--- src/csf_pkg.sv ---
// constants for the can status, interrupt and filter control block
// assumes a plain register port with one-cycle read latency
//
// Overview of operation
// - rx passive flag sets at count 128..255, not bus-off
// - tx passive flag sets at count 128..255, not bus-off
// - bus-off flag sets when tx count exceeds 255
// - bus-off clear refused until 128 recessive idles
// - rx warning at 96..127 only without passive/bus-off
// - tx warning at 96..127 only without passive/bus-off
// - overrun event sets overrun flag, error interrupt
// - rx full blocks swaps until software clears it
// - soft reset holds four registers at reset values
// - enables route flags to wakeup, receive, error interrupts
// - empty flags write-one-clear, abort acks read only
// - empty flag sets on send or abort success
// - clearing empty flag also clears abort ack
// - empty flag set clears abort request; zero ignored
// - abort granted only if not started or failed
// - filter mode selects 32/16/8-bit filters or closed
// - hit index updates on each foreground swap
// - filter control writable only during soft reset
// - per-buffer enable gates empty flag onto transmit interrupt
// - rx flags write-one-clear only after cause gone
// - bus activity in sleep sets wakeup flag
package csf_pkg;
    // ----------------------------------------------------------------
    // register offsets
    // ----------------------------------------------------------------
    localparam logic [7:0] ADDR_RX_FLAG = 8'h04;
    localparam logic [7:0] ADDR_RX_IRQ_EN = 8'h05;
    localparam logic [7:0] ADDR_TX_FLAG = 8'h06;
    localparam logic [7:0] ADDR_TX_CTRL = 8'h07;
    localparam logic [7:0] ADDR_FILTER = 8'h08;
    localparam logic [7:0] ADDR_MODULE_CTL = 8'h00;
    // ----------------------------------------------------------------
    // rx flag bit positions (enables use the same positions)
    // ----------------------------------------------------------------
    localparam int BIT_WAKEUP = 7;
    localparam int BIT_RX_WARN = 6;
    localparam int BIT_TX_WARN = 5;
    localparam int BIT_RX_PASS = 4;
    localparam int BIT_TX_PASS = 3;
    localparam int BIT_BUS_OFF = 2;
    localparam int BIT_OVERRUN = 1;
    localparam int BIT_RX_FULL = 0;
    localparam int BIT_SOFT_RESET = 0;
    // tx flag: abort ack in [6:4], empty in [2:0]; tx ctrl likewise
    localparam int POS_ABORT = 4;
    localparam int POS_EMPTY = 0;
    localparam int NUM_TX_BUF = 3;
    // filter register: mode in [5:4], hit in [2:0]
    localparam int POS_MODE = 4;
    localparam int POS_HIT = 0;
    // ----------------------------------------------------------------
    // reset values and thresholds
    // ----------------------------------------------------------------
    localparam logic [7:0] RST_RX_FLAG = 8'h00;
    localparam logic [7:0] RST_RX_IRQ_EN = 8'h00;
    localparam logic [2:0] RST_TX_EMPTY = 3'h7;
    localparam logic [1:0] RST_MODE = 2'h0;
    localparam logic [8:0] ERR_WARN_MIN = 9'h060;
    localparam logic [8:0] ERR_PASS_MIN = 9'h080;
    localparam logic [8:0] ERR_BUS_OFF_MIN = 9'h100;
    localparam logic [7:0] RECOVERY_IDLES = 8'h80;
    localparam logic [1:0] MODE_CLOSED = 2'h3;
endpackage

--- src/csf_status_ctrl.sv ---
// status flags, interrupt enables, abort handshake and filter control
// protocol engine supplies counts and one-cycle event pulses
//
// Added by the designer: the register addresses and strobed register access.
`timescale 1ns/1ns
module csf_status_ctrl
(
    input wire logic clock,
    input wire logic reset,
    input wire logic [7:0] addr,
    input wire logic [7:0] wdata,
    input wire logic wr,
    input wire logic rd,
    output logic [7:0] rdata,
    // error counters, 9 bits so bus-off (above 255) is visible
    input wire logic [8:0] rx_err_count,
    input wire logic [8:0] tx_err_count,
    input wire logic idle_seq_pulse,
    input wire logic overrun_pulse,
    input wire logic sleep_mode,
    input wire logic bus_activity,
    input wire logic rx_msg_ready,
    input wire logic [2:0] rx_hit_index,
    input wire logic [2:0] tx_sent_pulse,
    input wire logic [2:0] tx_in_progress,
    output logic swap_grant,
    output logic [2:0] abort_request,
    output logic [1:0] filter_mode,
    output logic soft_reset_ctl,
    output logic wakeup_irq,
    output logic rx_irq,
    output logic err_irq,
    output logic tx_irq
);
    import csf_pkg::*;

    // ----------------------------------------------------------------
    // state
    // ----------------------------------------------------------------
    logic [7:0] rx_flag; // receiver flags
    logic [7:0] rx_en; // receiver interrupt enables
    logic [2:0] tx_empty; // buffer empty flags
    logic [2:0] abort_ack; // abort acknowledge flags
    logic [2:0] tx_empty_en; // transmit empty enables
    logic [2:0] filter_hit_index; // hit of foreground message
    logic [7:0] idle_count; // recessive idle sequences since bus-off
    logic [7:0] next_rx_flag;
    logic [2:0] next_tx_empty;
    logic [2:0] abort_grant;
    logic [2:0] empty_clear;
    logic [7:0] rx_clear;
    logic [7:0] rx_set;
    logic [7:0] rx_cond;
    logic swap_now;

    // range test used for both counters
    function automatic logic in_range(input logic [8:0] v, input logic [8:0] lo,
                                      input logic [8:0] hi);
        in_range = (v >= lo) && (v <= hi);
    endfunction

    // ----------------------------------------------------------------
    // set conditions
    // ----------------------------------------------------------------
    // level causes; flags stay live while these hold
    always_comb
    begin
        rx_cond = 8'h00;
        rx_cond[BIT_BUS_OFF] = tx_err_count >= ERR_BUS_OFF_MIN;
        rx_cond[BIT_RX_PASS] = in_range(rx_err_count, ERR_PASS_MIN, 9'h0ff)
                               && !rx_flag[BIT_BUS_OFF];
        rx_cond[BIT_TX_PASS] = in_range(tx_err_count, ERR_PASS_MIN, 9'h0ff)
                               && !rx_flag[BIT_BUS_OFF];
        rx_cond[BIT_RX_WARN] = in_range(rx_err_count, ERR_WARN_MIN, 9'h07f)
                               && !rx_flag[BIT_RX_PASS] && !rx_flag[BIT_TX_PASS]
                               && !rx_flag[BIT_BUS_OFF];
        rx_cond[BIT_TX_WARN] = in_range(tx_err_count, ERR_WARN_MIN, 9'h07f)
                               && !rx_flag[BIT_RX_PASS] && !rx_flag[BIT_TX_PASS]
                               && !rx_flag[BIT_BUS_OFF];
    end

    // swap only when a message waits, buffer free and filter open
    assign swap_now = rx_msg_ready && !rx_flag[BIT_RX_FULL]
                      && (filter_mode != MODE_CLOSED) && !soft_reset_ctl;

    always_comb
    begin
        rx_set = rx_cond;
        rx_set[BIT_OVERRUN] = overrun_pulse;
        rx_set[BIT_RX_FULL] = swap_now;
        rx_set[BIT_WAKEUP] = sleep_mode && bus_activity;
        // clear by one, but only once the cause has gone
        rx_clear = (wr && addr == ADDR_RX_FLAG) ? wdata & ~rx_cond : 8'h00;
        // bus-off held until enough recessive idle sequences seen
        if (idle_count < RECOVERY_IDLES)
        begin
            rx_clear[BIT_BUS_OFF] = 1'b0;
        end
        // set wins over a simultaneous clear
        next_rx_flag = (rx_flag & ~rx_clear) | rx_set;
    end

    // ----------------------------------------------------------------
    // transmit handshake
    // ----------------------------------------------------------------
    always_comb
    begin
        // abort granted only for a scheduled buffer not on the wire
        abort_grant = abort_request & ~tx_empty & ~tx_in_progress;
        empty_clear = (wr && addr == ADDR_TX_FLAG)
                      ? wdata[POS_EMPTY +: NUM_TX_BUF] : 3'h0;
        next_tx_empty = (tx_empty & ~empty_clear) | tx_sent_pulse | abort_grant;
    end

    // ----------------------------------------------------------------
    // receiver flag register
    // ----------------------------------------------------------------
    always_ff @(posedge clock or posedge reset)
    begin
        if (reset)
        begin
            rx_flag <= RST_RX_FLAG;
        end
        else if (soft_reset_ctl)
        begin
            rx_flag <= RST_RX_FLAG;
        end
        else
        begin
            rx_flag <= next_rx_flag;
        end
    end

    // bus-off recovery counter, restarts whenever bus-off is absent
    always_ff @(posedge clock or posedge reset)
    begin
        if (reset)
        begin
            idle_count <= 8'h00;
        end
        else if (!rx_flag[BIT_BUS_OFF])
        begin
            idle_count <= 8'h00;
        end
        else if (idle_seq_pulse && idle_count < RECOVERY_IDLES)
        begin
            idle_count <= idle_count + 8'h01;
        end
    end

    // ----------------------------------------------------------------
    // receiver interrupt enables
    // ----------------------------------------------------------------
    always_ff @(posedge clock or posedge reset)
    begin
        if (reset)
        begin
            rx_en <= RST_RX_IRQ_EN;
        end
        else if (soft_reset_ctl)
        begin
            rx_en <= RST_RX_IRQ_EN;
        end
        else if (wr && addr == ADDR_RX_IRQ_EN)
        begin
            rx_en <= wdata;
        end
    end

    // ----------------------------------------------------------------
    // transmitter flags
    // ----------------------------------------------------------------
    always_ff @(posedge clock or posedge reset)
    begin
        if (reset)
        begin
            tx_empty <= RST_TX_EMPTY;
            abort_ack <= 3'h0;
        end
        else if (soft_reset_ctl)
        begin
            tx_empty <= RST_TX_EMPTY;
            abort_ack <= 3'h0;
        end
        else
        begin
            tx_empty <= next_tx_empty;
            // ack set by grant; cleared with its empty flag
            abort_ack <= (abort_ack & ~empty_clear) | abort_grant;
        end
    end

    // ----------------------------------------------------------------
    // transmitter control: abort requests and empty enables
    // ----------------------------------------------------------------
    always_ff @(posedge clock or posedge reset)
    begin
        if (reset)
        begin
            abort_request <= 3'h0;
            tx_empty_en <= 3'h0;
        end
        else if (soft_reset_ctl)
        begin
            abort_request <= 3'h0;
            tx_empty_en <= 3'h0;
        end
        else
        begin
            // software only sets; a buffer turning empty drops it
            if (wr && addr == ADDR_TX_CTRL)
            begin
                abort_request <= (abort_request | wdata[POS_ABORT +: NUM_TX_BUF])
                                 & ~(next_tx_empty & ~tx_empty);
                tx_empty_en <= wdata[POS_EMPTY +: NUM_TX_BUF];
            end
            else
            begin
                abort_request <= abort_request & ~(next_tx_empty & ~tx_empty);
            end
        end
    end

    // ----------------------------------------------------------------
    // soft reset control and filter configuration
    // ----------------------------------------------------------------
    always_ff @(posedge clock or posedge reset)
    begin
        if (reset)
        begin
            soft_reset_ctl <= 1'b1;
        end
        else if (wr && addr == ADDR_MODULE_CTL)
        begin
            soft_reset_ctl <= wdata[BIT_SOFT_RESET];
        end
    end

    // mode only changes while filters are held off
    always_ff @(posedge clock or posedge reset)
    begin
        if (reset)
        begin
            filter_mode <= RST_MODE;
        end
        else if (wr && addr == ADDR_FILTER && soft_reset_ctl)
        begin
            filter_mode <= wdata[POS_MODE +: 2];
        end
    end

    // hit index tracks the foreground message
    always_ff @(posedge clock or posedge reset)
    begin
        if (reset)
        begin
            filter_hit_index <= 3'h0;
            swap_grant <= 1'b0;
        end
        else
        begin
            swap_grant <= swap_now;
            if (swap_now)
            begin
                filter_hit_index <= rx_hit_index;
            end
        end
    end

    // ----------------------------------------------------------------
    // interrupt outputs, registered levels
    // ----------------------------------------------------------------
    always_ff @(posedge clock or posedge reset)
    begin
        if (reset)
        begin
            wakeup_irq <= 1'b0;
            rx_irq <= 1'b0;
            err_irq <= 1'b0;
            tx_irq <= 1'b0;
        end
        else
        begin
            wakeup_irq <= next_rx_flag[BIT_WAKEUP] && rx_en[BIT_WAKEUP]
                          && !soft_reset_ctl;
            rx_irq <= next_rx_flag[BIT_RX_FULL] && rx_en[BIT_RX_FULL]
                      && !soft_reset_ctl;
            err_irq <= |(next_rx_flag[6:1] & rx_en[6:1]) && !soft_reset_ctl;
            tx_irq <= |(next_tx_empty & tx_empty_en) && !soft_reset_ctl;
        end
    end

    // ----------------------------------------------------------------
    // read port, data one cycle after the strobe
    // ----------------------------------------------------------------
    always_ff @(posedge clock or posedge reset)
    begin
        if (reset)
        begin
            rdata <= 8'h00;
        end
        else if (rd)
        begin
            case (addr)
                ADDR_MODULE_CTL: rdata <= {7'h00, soft_reset_ctl};
                ADDR_RX_FLAG: rdata <= rx_flag;
                ADDR_RX_IRQ_EN: rdata <= rx_en;
                ADDR_TX_FLAG: rdata <= {1'b0, abort_ack, 1'b0, tx_empty};
                ADDR_TX_CTRL: rdata <= {1'b0, abort_request, 1'b0, tx_empty_en};
                ADDR_FILTER: rdata <= {2'h0, filter_mode, 1'b0, filter_hit_index};
                default: rdata <= 8'h00;
            endcase
        end
        else
        begin
            rdata <= 8'h00;
        end
    end
endmodule

--- config.mk ---
export PLATFORM = sky130hd
export DESIGN_NAME = csf_status_ctrl
export DESIGN_NICKNAME = d
export VERILOG_FILES = /design/src/csf_pkg.sv /design/src/csf_status_ctrl.sv
export SDC_FILE = /design/constraint.sdc
export NUM_CORES = 1
export LEC_CHECK = 0
export ABC_CLOCK_PERIOD_IN_PS = 2200
export BUFFER_PORTS_ARGS = -buffer_cell sky130_fd_sc_hd__buf_4
export CAP_MARGIN = 20
export CORE_MARGIN = 3
export CORE_UTILIZATION = 40
export DETAILED_ROUTE_END_ITERATION = 10
export PLACE_DENSITY = 0.61
export SLEW_MARGIN = 20
export SYNTH_ARGS = -nofsm -noshare
export SYNTH_HDL_FRONTEND = slang
export SYNTH_SLANG_ARGS = --single-unit
--- constraint.sdc ---
create_clock -name clock -period 2.2 [get_ports clock]
set_clock_uncertainty 0.05 [all_clocks]
set_input_delay 0.44 -clock clock [delete_from_list [all_inputs] [get_ports clock]]
set_output_delay 0.44 -clock clock [all_outputs]
set_load 0.05 [all_outputs]
# After elaboration in Yosys (flattened, before gate mapping)
# Cells that the tools add are included.
# totals
inputBits	52
out_inout_bits	19
elab_cells	112
regBits	55
# op_classes
reduce_logical	40
n_lt_le_gt_ge	10
bitwise	22
addsub	1
eq_ne	7
n_mux	16
# ops
cell	count
$mux W8	7
$pmux W8 S6	1
$eq A8 B3 Y1 const B	4
$logic_and A1 B1 Y1	30
$and A3 B3 Y3	8
$mux W3	7
$ge A9 B7 Y1 const B	2
$ge A9 B8 Y1 const B	2
$le A9 B7 Y1 const B	2
$le A9 B8 Y1 const B	2
$and A8 B8 Y8	2
$not A3 Y3	4
$or A3 B3 Y3	4
$ge A9 B9 Y1 const B	1
$add A8 B1 Y8 const B	1
$eq A8 B4 Y1 const B	1
$logic_not A8 Y1	1
$lt A8 B8 Y1 const B	1
$not A7 Y8	1
$not A8 Y8	1
$or A8 B8 Y8	1
$and A6 B6 Y6	1
$reduce_or A6 Y1	1
$logic_not A1 Y1	5
other kinds (5)	6

# Longest topological paths before layout
# Gate-level depths: netlist of the first run.
# depth
depth_word	15
ltp_mapped	6
depth_no_buf	4

# Worst setup path after synthesis of the first run
# No wires, ideal clock.
# synth_timing
path_kind	input -> register
startpoint	input addr[5]
endpoint	register err_irq
path_stages	4
setup_time_ns	0.143
arrival_ns	1.778
slack_ns	0.230
required_time_ns	2.007
n_path_buf	0
cell_sequence	or4_4 or4_1 a22oi_1 a41oi_1
# synth_via
elab_chain_cells	10
# synth_lines
element	line_no	source
start, declared	csf_status_ctrl.sv:10	input wire logic [7:0] addr,
$eq A8 B3 Y1 *	csf_status_ctrl.sv:93	rx_clear = (wr && addr == ADDR_RX_FLAG) ? wdata & ~rx_cond : 8'h00;
$logic_and A1 B1 Y1 *	csf_status_ctrl.sv:93	
$mux W8 *	csf_status_ctrl.sv:93	
$mux W1	csf_status_ctrl.sv:95	if (idle_count < RECOVERY_IDLES)
$not A8 Y8 *	csf_status_ctrl.sv:100	next_rx_flag = (rx_flag & ~rx_clear) | rx_set;
$and A8 B8 Y8 *	csf_status_ctrl.sv:100	
$or A8 B8 Y8 *	csf_status_ctrl.sv:100	
$and A6 B6 Y6 *	csf_status_ctrl.sv:288	err_irq <= |(next_rx_flag[6:1] & rx_en[6:1]) && !soft_reset_ctl;
$reduce_or A6 Y1 *	csf_status_ctrl.sv:288	
$logic_and A1 B1 Y1 *	csf_status_ctrl.sv:288	
end signal, assigned	csf_status_ctrl.sv:288	
end, declared	csf_status_ctrl.sv:32	output logic err_irq,
# Mark *: on every way between the ends. The rest lies on a longest branch, timed or not.
# A chain may end at the register's enable or synchronous reset.

# Worst setup path in the final report of the first run
# Same ends and word-level chain as after synthesis.

==> results.txt, run 1 <==
----------------------------------------------------
[Timing]
  Hold slack ... 115 ps
  Share of the cycle needed by the critical path after routing ... 0.824
  Max-slew violations ... 0
  Clock period minus worst slack ... roughly 1800 ps
  Number of setup violations in the final report ... 0
  Post-route setup TNS ... 0 ps
  Final Hold Viols ... 0
  Top achievable clock speed ... between 500 and 600 MHz
  Relative slew slack ... 0.607
  Pin slew with the least headroom to its limit ... ~600 ps
  Final critical-path setup slack ... 388 ps
  Unrepaired setup endpoints after global routing ... false

[Floorplan]
  Die span in y ... approximately 90 um
  Die Span X ... 89.9 um
  Initial cell density of the core ... 0.429
  Die outline area ... approximately 8100 um2
  Row Count ... 29
  Core region area ... 6570 um2
  Count of pins on the block boundary ... 71

[Global routing]
  Wire length of the first global-routing pass ... approximately 13000 um
  Initial antenna violation count ... 0
  Aggregate global routing overflow ... 0
  Number of global-route vias before repair ... between 2000 and 2500
  All-Layer GR Usage ... 0.189
  Pin count of the biggest net entering global routing ... 26

[Status]
  Result of the run ... complete, no violations

[Yosys]
  Sequential element share of the synthesized area ... 0.490
  Share of synthesized registers carrying an async set or reset ... 1.00
  Register bit count reported by yosys ... 55
  Per-instance average area after synthesis ... 10.5 um2
  Number of distinct library cells after synthesis ... 53
  Post-synth EDFFs ... 0
  Warning count from the yosys run ... 0
  Post-synthesis net count ... 322
  Synth Instances ... 269
  Netlist area before placement ... 2820 um2
  Flip-flop cell with the highest count after synthesis ... dfrtp_1

[Placement]
  Number of I/O port buffers ... 60
  Placed standard-cell area ... 3420 um2
  Pre-CTS WS ... 64.6 ps
  HPWL Detailed ... between 5000 and 6000 um
  Routability Congestion ... slightly above 0.8
  Placed Cells incl. Taps ... 422

[Worst setup path]
  Worst setup path category ... in -> reg
  CP Data Required Time ... 2330 ps
  Endpoint kind of the worst setup timing path ... register
  Setup crit start kind ... primary input
  Data arrival time of the critical path ... 1940 ps
  Stage delay of the slowest cell on the critical path ... around 540 ps
  Gate family responsible for the most delay along the worst path ... simple AND/OR/NAND/NOR gates
  Largest fanout on the critical path ... 2
  Critical Path, Cell by Cell ... buf_4, or4_4, or4_1, a22oi_1, a41oi_1
  Worst path bufs/invs ... 1
  Cell at the slowest stage of the critical path ... or4_4

[Finish]
  Cell area after layout ... 3530 um2
  FILL cells ... 615
  Non-filler instance count after layout ... 430
  Antenna diodes ... 0
  Net total in the final layout ... about 390
  Final Util ... 0.538
  Combined area of the multi-input logic cells ... 1320 um2
  Most common cell after layout, fill and taps aside ... buf_4
  Area occupied by registers ... about 1400 um2
  Commonest cells after routing, fill and taps aside ... buf_4 (74), dfrtp_1 (51), nor2_1 (30), mux2i_1 (18), and2_1 (13)
  Proportion of layout cells with a drive suffix above 1 ... 0.309
  Area growth syn-to-layout ... 25.5%

[CTS]
  Total CTS buffers ... 5
  Clock tree from TritonCTS ... done
  Setup Buffers After CTS ... 0
  Clock latency reported for the late side of the worst-skew pair ... 310 ps
  Post_cts resized ... 0
  Max Buffers Root-to-Sink ... 2
  Max H-tree Level ... 2
  Hold_buf cts ... 0
  Clock sink count ... 55
  Clock-pin transition on the worst setup and hold timing paths ... 100 ps
  Clock root buffer ... clkbuf_8

[Power]
  Clock share of power ... 0.282
  Total design power ... 2.49 mW
  Cell-internal power ... 1.78 mW
  Share of total power in sequential cells ... 0.510
  Switch Pwr ... 713 uW
  Standby leakage power ... 1.70 nW
  Switching power as a share of total power ... 0.286
  Maximum vdd ir drop ... 257 uV
  Power density over the cells ... 705 nW/um2
  Share of total power in combinational logic ... 0.209

[Drt]
  Top routing layer in use ... met4
  Average vias per placed instance ... 5.43
  Sum of met3 wire segment lengths after detailed routing ... between 300 and 400 um
  Violation count after the first detailed-routing iteration ... 178
  WL per Instance ... 17.1 um
  Via count ... 2337
  Final routed wirelength across all metal layers ... 7360 um
  Number of nets with antenna violations after routing ... 0
  1st-pass router iterations ... 4
  Length of routed wiring on met1 ... 3570 um
  Number of design rule violations left after detail routing ... 0
  Amount of wire on met2 after detailed routing ... 3390 um

[Job]
  Maximum capacitance violations ... 0

[Min path]
  HP Class ... in -> async

----------------------------------------------------
==> state kept, by name, indices dropped and copies added, names as in the netlist, 2 cells and up <==
register,cells
tx_empty_en,3
rx_flag,8
rdata,8
abort_request,3
filter_mode,2
abort_ack,3
idle_count,8
tx_empty,3
rx_en,8
filter_hit_index,3
==> layer usage <==
metal  global-route usage  vias to the layer above
met5                    0                        -
met4               0.0536                        0
met3               0.0342                        7
met2                0.302                       65
met1                0.265                     1142
li1                     -                     1123
==> path summary, 6_finish.rpt <==
kind                                startpoint                   to  slack, ps  cells past startpoint
max                                    addr[5]              err_irq        390                      5
min                                      reset        idle_count[7]        120                      2
max reg2reg                         rx_flag[4]              err_irq        500                      4
min reg2reg                filter_hit_index[0]  filter_hit_index[0]        470                      1
max in group asynchronous                reset             rx_en[3]       1410                      3
min in group clock            tx_sent_pulse[2]          tx_empty[2]        300                      2
==> power by group through the flow <==
stage / logic, mW / registers, mW / clock network (mW)
final: 0.520 / 1.27 / 0.702
after global routing: 0.580 / 1.29 / 0.753
after CTS: 0.526 / 1.27 / 0.717
after detailed placement: 0.524 / 1.28 / 0
after global placement: 0.517 / 1.28 / 0
after floorplan: 0.307 / 1.30 / 0
==> final cells by class <==
cell class | instances | share of cell area
well taps | 93 | 0.0329
inverters | 7 | 0.00744
flip-flops and latches | 55 | 0.391
multi-input cells | 192 | 0.373
clock buffers | 6 | 0.0234
repair buffers | 75 | 0.163
clock inverters | 2 | 0.00992
==> cell families (layout without fill, tap and decap cells) <==
group,Yosys count,count (layout),share of synthesized area
XOR/XNOR,6,6,0.0187
AND/OR/NAND/NOR,109,109,0.219
multiplexers,26,26,0.100
flip-flops,55,55,0.490
AO/OA/AOI/OAI,50,50,0.123
buffers and inverters,22,90,0.0444
adder cells (fa/ha/maj),1,1,0.00444
==> cells in the mapped netlist (all sizes together), types with 4 or more instances <==
master / count / area (um2)
mux2i: 18 / 180
dfstp: 4 / 105
mux2: 7 / 78.8
nor3: 4 / 20.0
and2: 13 / 81.3
and3: 6 / 37.5
a41oi: 5 / 43.8
o21ai: 12 / 60.1
a21oi: 8 / 40.0
dfrtp: 51 / 1280
buf: 6 / 35.0
xnor2: 5 / 43.8
inv: 7 / 26.3
nor2b: 5 / 31.3
nand2: 11 / 41.3
nand4: 13 / 87.6
or4: 5 / 41.3
nor2: 30 / 113
nor3b: 6 / 50.1
clkbuf: 9 / 63.8
Note: power is estimated with default switching activity, not from simulation.
==> run 2, diff against run 1 <==
ABC_CLOCK_PERIOD_IN_PS = 1700   (was 2200)
clock period = 1.7 ns   (was 2.2 ns; I/O delays follow)
==> results.txt, run 2 (synthesis gave the netlist of run 1 again) <==
----------------------------------------------------
[Finish]
  Net total in the final layout ... 421 (+8.2%)
  Combined area of the multi-input logic cells ... 1370 um2 (+3.7%)
  FILL cells ... 614 (-0.16%)
  Proportion of layout cells with a drive suffix above 1 ... 0.385 (+0.0762)
  Commonest cells after routing, fill and taps aside ... buf_4 (101), dfrtp_1 (51), nor2_1 (30), mux2i_1 (18), and2_1 (13)
  Area occupied by registers ... 1380 um2 (unchanged)
  Area growth syn-to-layout ... 35.9%
  Most common cell after layout, fill and taps aside ... buf_4
  Antenna diodes ... 0 (unchanged)
  Non-filler instance count after layout ... 462 (+7.4%)
  Cell area after layout ... 3830 um2 (+8.4%)
  Final Util ... 0.583 (+0.0450)

[Worst setup path]
  Critical Path, Cell by Cell ... buf_6, or4_4, or4_4, a22oi_2, a41oi_2
  CP Data Required Time ... 1830 ps (-500 ps)
  Endpoint of the worst-slack reg-to-reg timing path ... err_irq
  Worst setup path category ... in -> reg
  Cell at the slowest stage of the critical path ... or4_4
  Setup crit end ... err_irq
  Launch point of the critical path ... addr[6]
  Flop2flop setup slack ... 20 ps (-480 ps)
  Endpoint kind of the worst setup timing path ... register
  Stage delay of the slowest cell on the critical path ... 550 ps (about the same)
  Worst R2R Path Depth ... 5 (+1)
  Largest fanout on the critical path ... 2 (unchanged)
  Count of cell instances traversed by the critical path ... 5 (unchanged)
  Setup crit start kind ... primary input
  Data arrival time of the critical path ... 1860 ps (-80 ps)
  Gate family responsible for the most delay along the worst path ... simple AND/OR/NAND/NOR gates
  Worst path bufs/invs ... 1 (unchanged)
  Startpoint of the worst register-to-register path ... rx_flag[3]
  Most common cell on crit path ... or4_4

[Power]
  Standby leakage power ... 1.86 nW (+9.6%)
  Share of total power in sequential cells ... 0.515 (+0.005)
  Switch Pwr ... 970 uW (+36%)
  Power density over the cells ... 827 nW/um2 (+17%)
  Share of total power in combinational logic ... 0.248 (+0.039)
  Clock share of power ... 0.237 (-0.045)
  Switching power as a share of total power ... 0.307 (+0.0206)
  Cell-internal power ... 2.19 mW (+23%)
  Maximum vdd ir drop ... 425 uV (+66%)

[Drt]
  1st-pass router iterations ... 4 (unchanged)
  Final routed wirelength across all metal layers ... 7540 um (+2.5%)
  Violation count after the first detailed-routing iteration ... 181 (+1.7%)
  Via count ... 2463 (+5.4%)
  Number of nets with antenna violations after routing ... 0 (unchanged)
  WL per Instance ... 16.3 um (-4.6%)
  Average vias per placed instance ... 5.33 (-1.9%)
  Number of design rule violations left after detail routing ... 0 (unchanged)

[Timing]
  Number of setup violations in the final report ... 1 (+1)
  Pin slew with the least headroom to its limit ... 485 ps (-103 ps)
  Final Hold Viols ... 0 (unchanged)
  Clock period minus worst slack ... ~1700 ps
  Post-route setup TNS ... -24.6 ps (-24.6 ps)
  Unrepaired setup endpoints after global routing ... true
  Final critical-path setup slack ... -24.6 ps (-412 ps)
  Relative slew slack ... 0.677 (+0.0698)
  Max-slew violations ... 0 (unchanged)
  Share of the cycle needed by the critical path after routing ... 1.01
  Top achievable clock speed ... 580 MHz

[Floorplan]
  Die Span X ... 89.9 um (unchanged)
  Row Count ... 29 (unchanged)
  Core region area ... 6570 um2 (unchanged)
  Count of pins on the block boundary ... 71 (unchanged)
  Initial cell density of the core ... 0.429 (unchanged)
  Die span in y ... 89.9 um (unchanged)
  Die outline area ... 8080 um2 (unchanged)

[CTS]
  Clock-pin transition on the worst setup and hold timing paths ... 100 ps (about the same)
  Clock latency reported for the late side of the worst-skew pair ... 310 ps (about the same)
  Clock sink count ... 55 (unchanged)
  Max H-tree Level ... 2 (unchanged)
  Clock root buffer ... clkbuf_8
  Max Buffers Root-to-Sink ... 2 (unchanged)
  Total CTS buffers ... 5 (unchanged)
  Clock tree from TritonCTS ... done
  Hold_buf cts ... 0 (unchanged)

[Global routing]
  Wire length of the first global-routing pass ... 12700 um (+1.6%)
  All-Layer GR Usage ... 0.193 (+0.00396)
  Aggregate global routing overflow ... 0 (unchanged)
  Pin count of the biggest net entering global routing ... 56 (+120%)
  Number of global-route vias before repair ... 2510 (+3.5%)
  Initial antenna violation count ... 0 (unchanged)

[Placement]
  HPWL Detailed ... 5730 um (+5.4%)
  Routability Congestion ... 0.810 (-2.3%)
  Number of I/O port buffers ... 60 (unchanged)
  Placed standard-cell area ... 3670 um2 (+7.4%)
  Pre-CTS WS ... -335 ps (-400 ps)
  Placed Cells incl. Taps ... 451 (+6.9%)

[Status]
  Failing checks ... setup timing
  Result of the run ... finished with violations

[Min path]
  HP Class ... in -> async

[Job]
  Maximum capacitance violations ... 0 (unchanged)

----------------------------------------------------
## run 2: cell types whose count changed in the layout (fill, tap and decap cells not counted), moves of 2 or more
| cell | previous run | this run |
|---|---|---|
| buf_4 | 74 | 101 |
| buf_6 | 0 | 4 |
| clkinvlp_4 | 0 | 3 |
| or4_1 | 4 | 2 |
| or4_4 | 1 | 3 |
## run 2: final cells by class
type	count	area share
Multi-Input combinational cell	192	0.357
Sequential cell	55	0.361
Clock inverter	3	0.00621
Inverter	7	0.00784
Timing Repair Buffer	107	0.220
Clock buffer	5	0.0180
Tap cell	93	0.0304
## run 2: power groups by stage
stage | clock network [mW] | registers [mW] | logic, mW
2_1_floorplan | 0 | 1.68 | 0.406
3_3_place_gp | 0 | 1.65 | 0.745
3_5_place_dp | 0 | 1.66 | 0.764
4_1_cts | 0.787 | 1.63 | 0.768
5_1_grt | 0.841 | 1.66 | 0.870
6_report | 0.749 | 1.63 | 0.786
## run 2: per-layer routing
metal / part of all wire / track usage / vias to the layer above
li1: - / - / 1186
met5: 0 / 0 / -
met4: 0.012 / 0.0523 / 0
met2: 0.45 / 0.294 / 73
met3: 0.060 / 0.0334 / 7
met1: 0.48 / 0.285 / 1197
## run 2: how the worst min path moves through the flow
stage                from             endpoint  slack [ps]
detailed placement  reset        idle_count[5]         400
global placement    reset        idle_count[5]         400
global route        reset  filter_hit_index[0]          40
CTS                 reset             rdata[6]          40
finish              reset             rdata[6]          30
floorplan           reset         abort_ack[0]         360
## run 2: per-stage QoR
stage	total power, mW	hold slack (ps)
global placement	2.40	396
floorplan	2.09	363
CTS	3.19	43.1
finish	3.16	33.9
detailed placement	2.42	397
global route	3.37	44.4
## run 2: timing repair
action	4_1_cts	5_1_grt
setup endpoints to repair	2	2
buffers inserted	0	3
pin swaps	0	6
gates resized for setup	2	9
## run 2: worst reg2reg max path, delay by kind of cell, from the launching register on
family | cells | cell delay [ps]
AOI/OAI and AO/OA | 2 | 270
and+or+nand+nor | 2 | 760
DFF | 1 | 410
buffers and inverters | 1 | 130
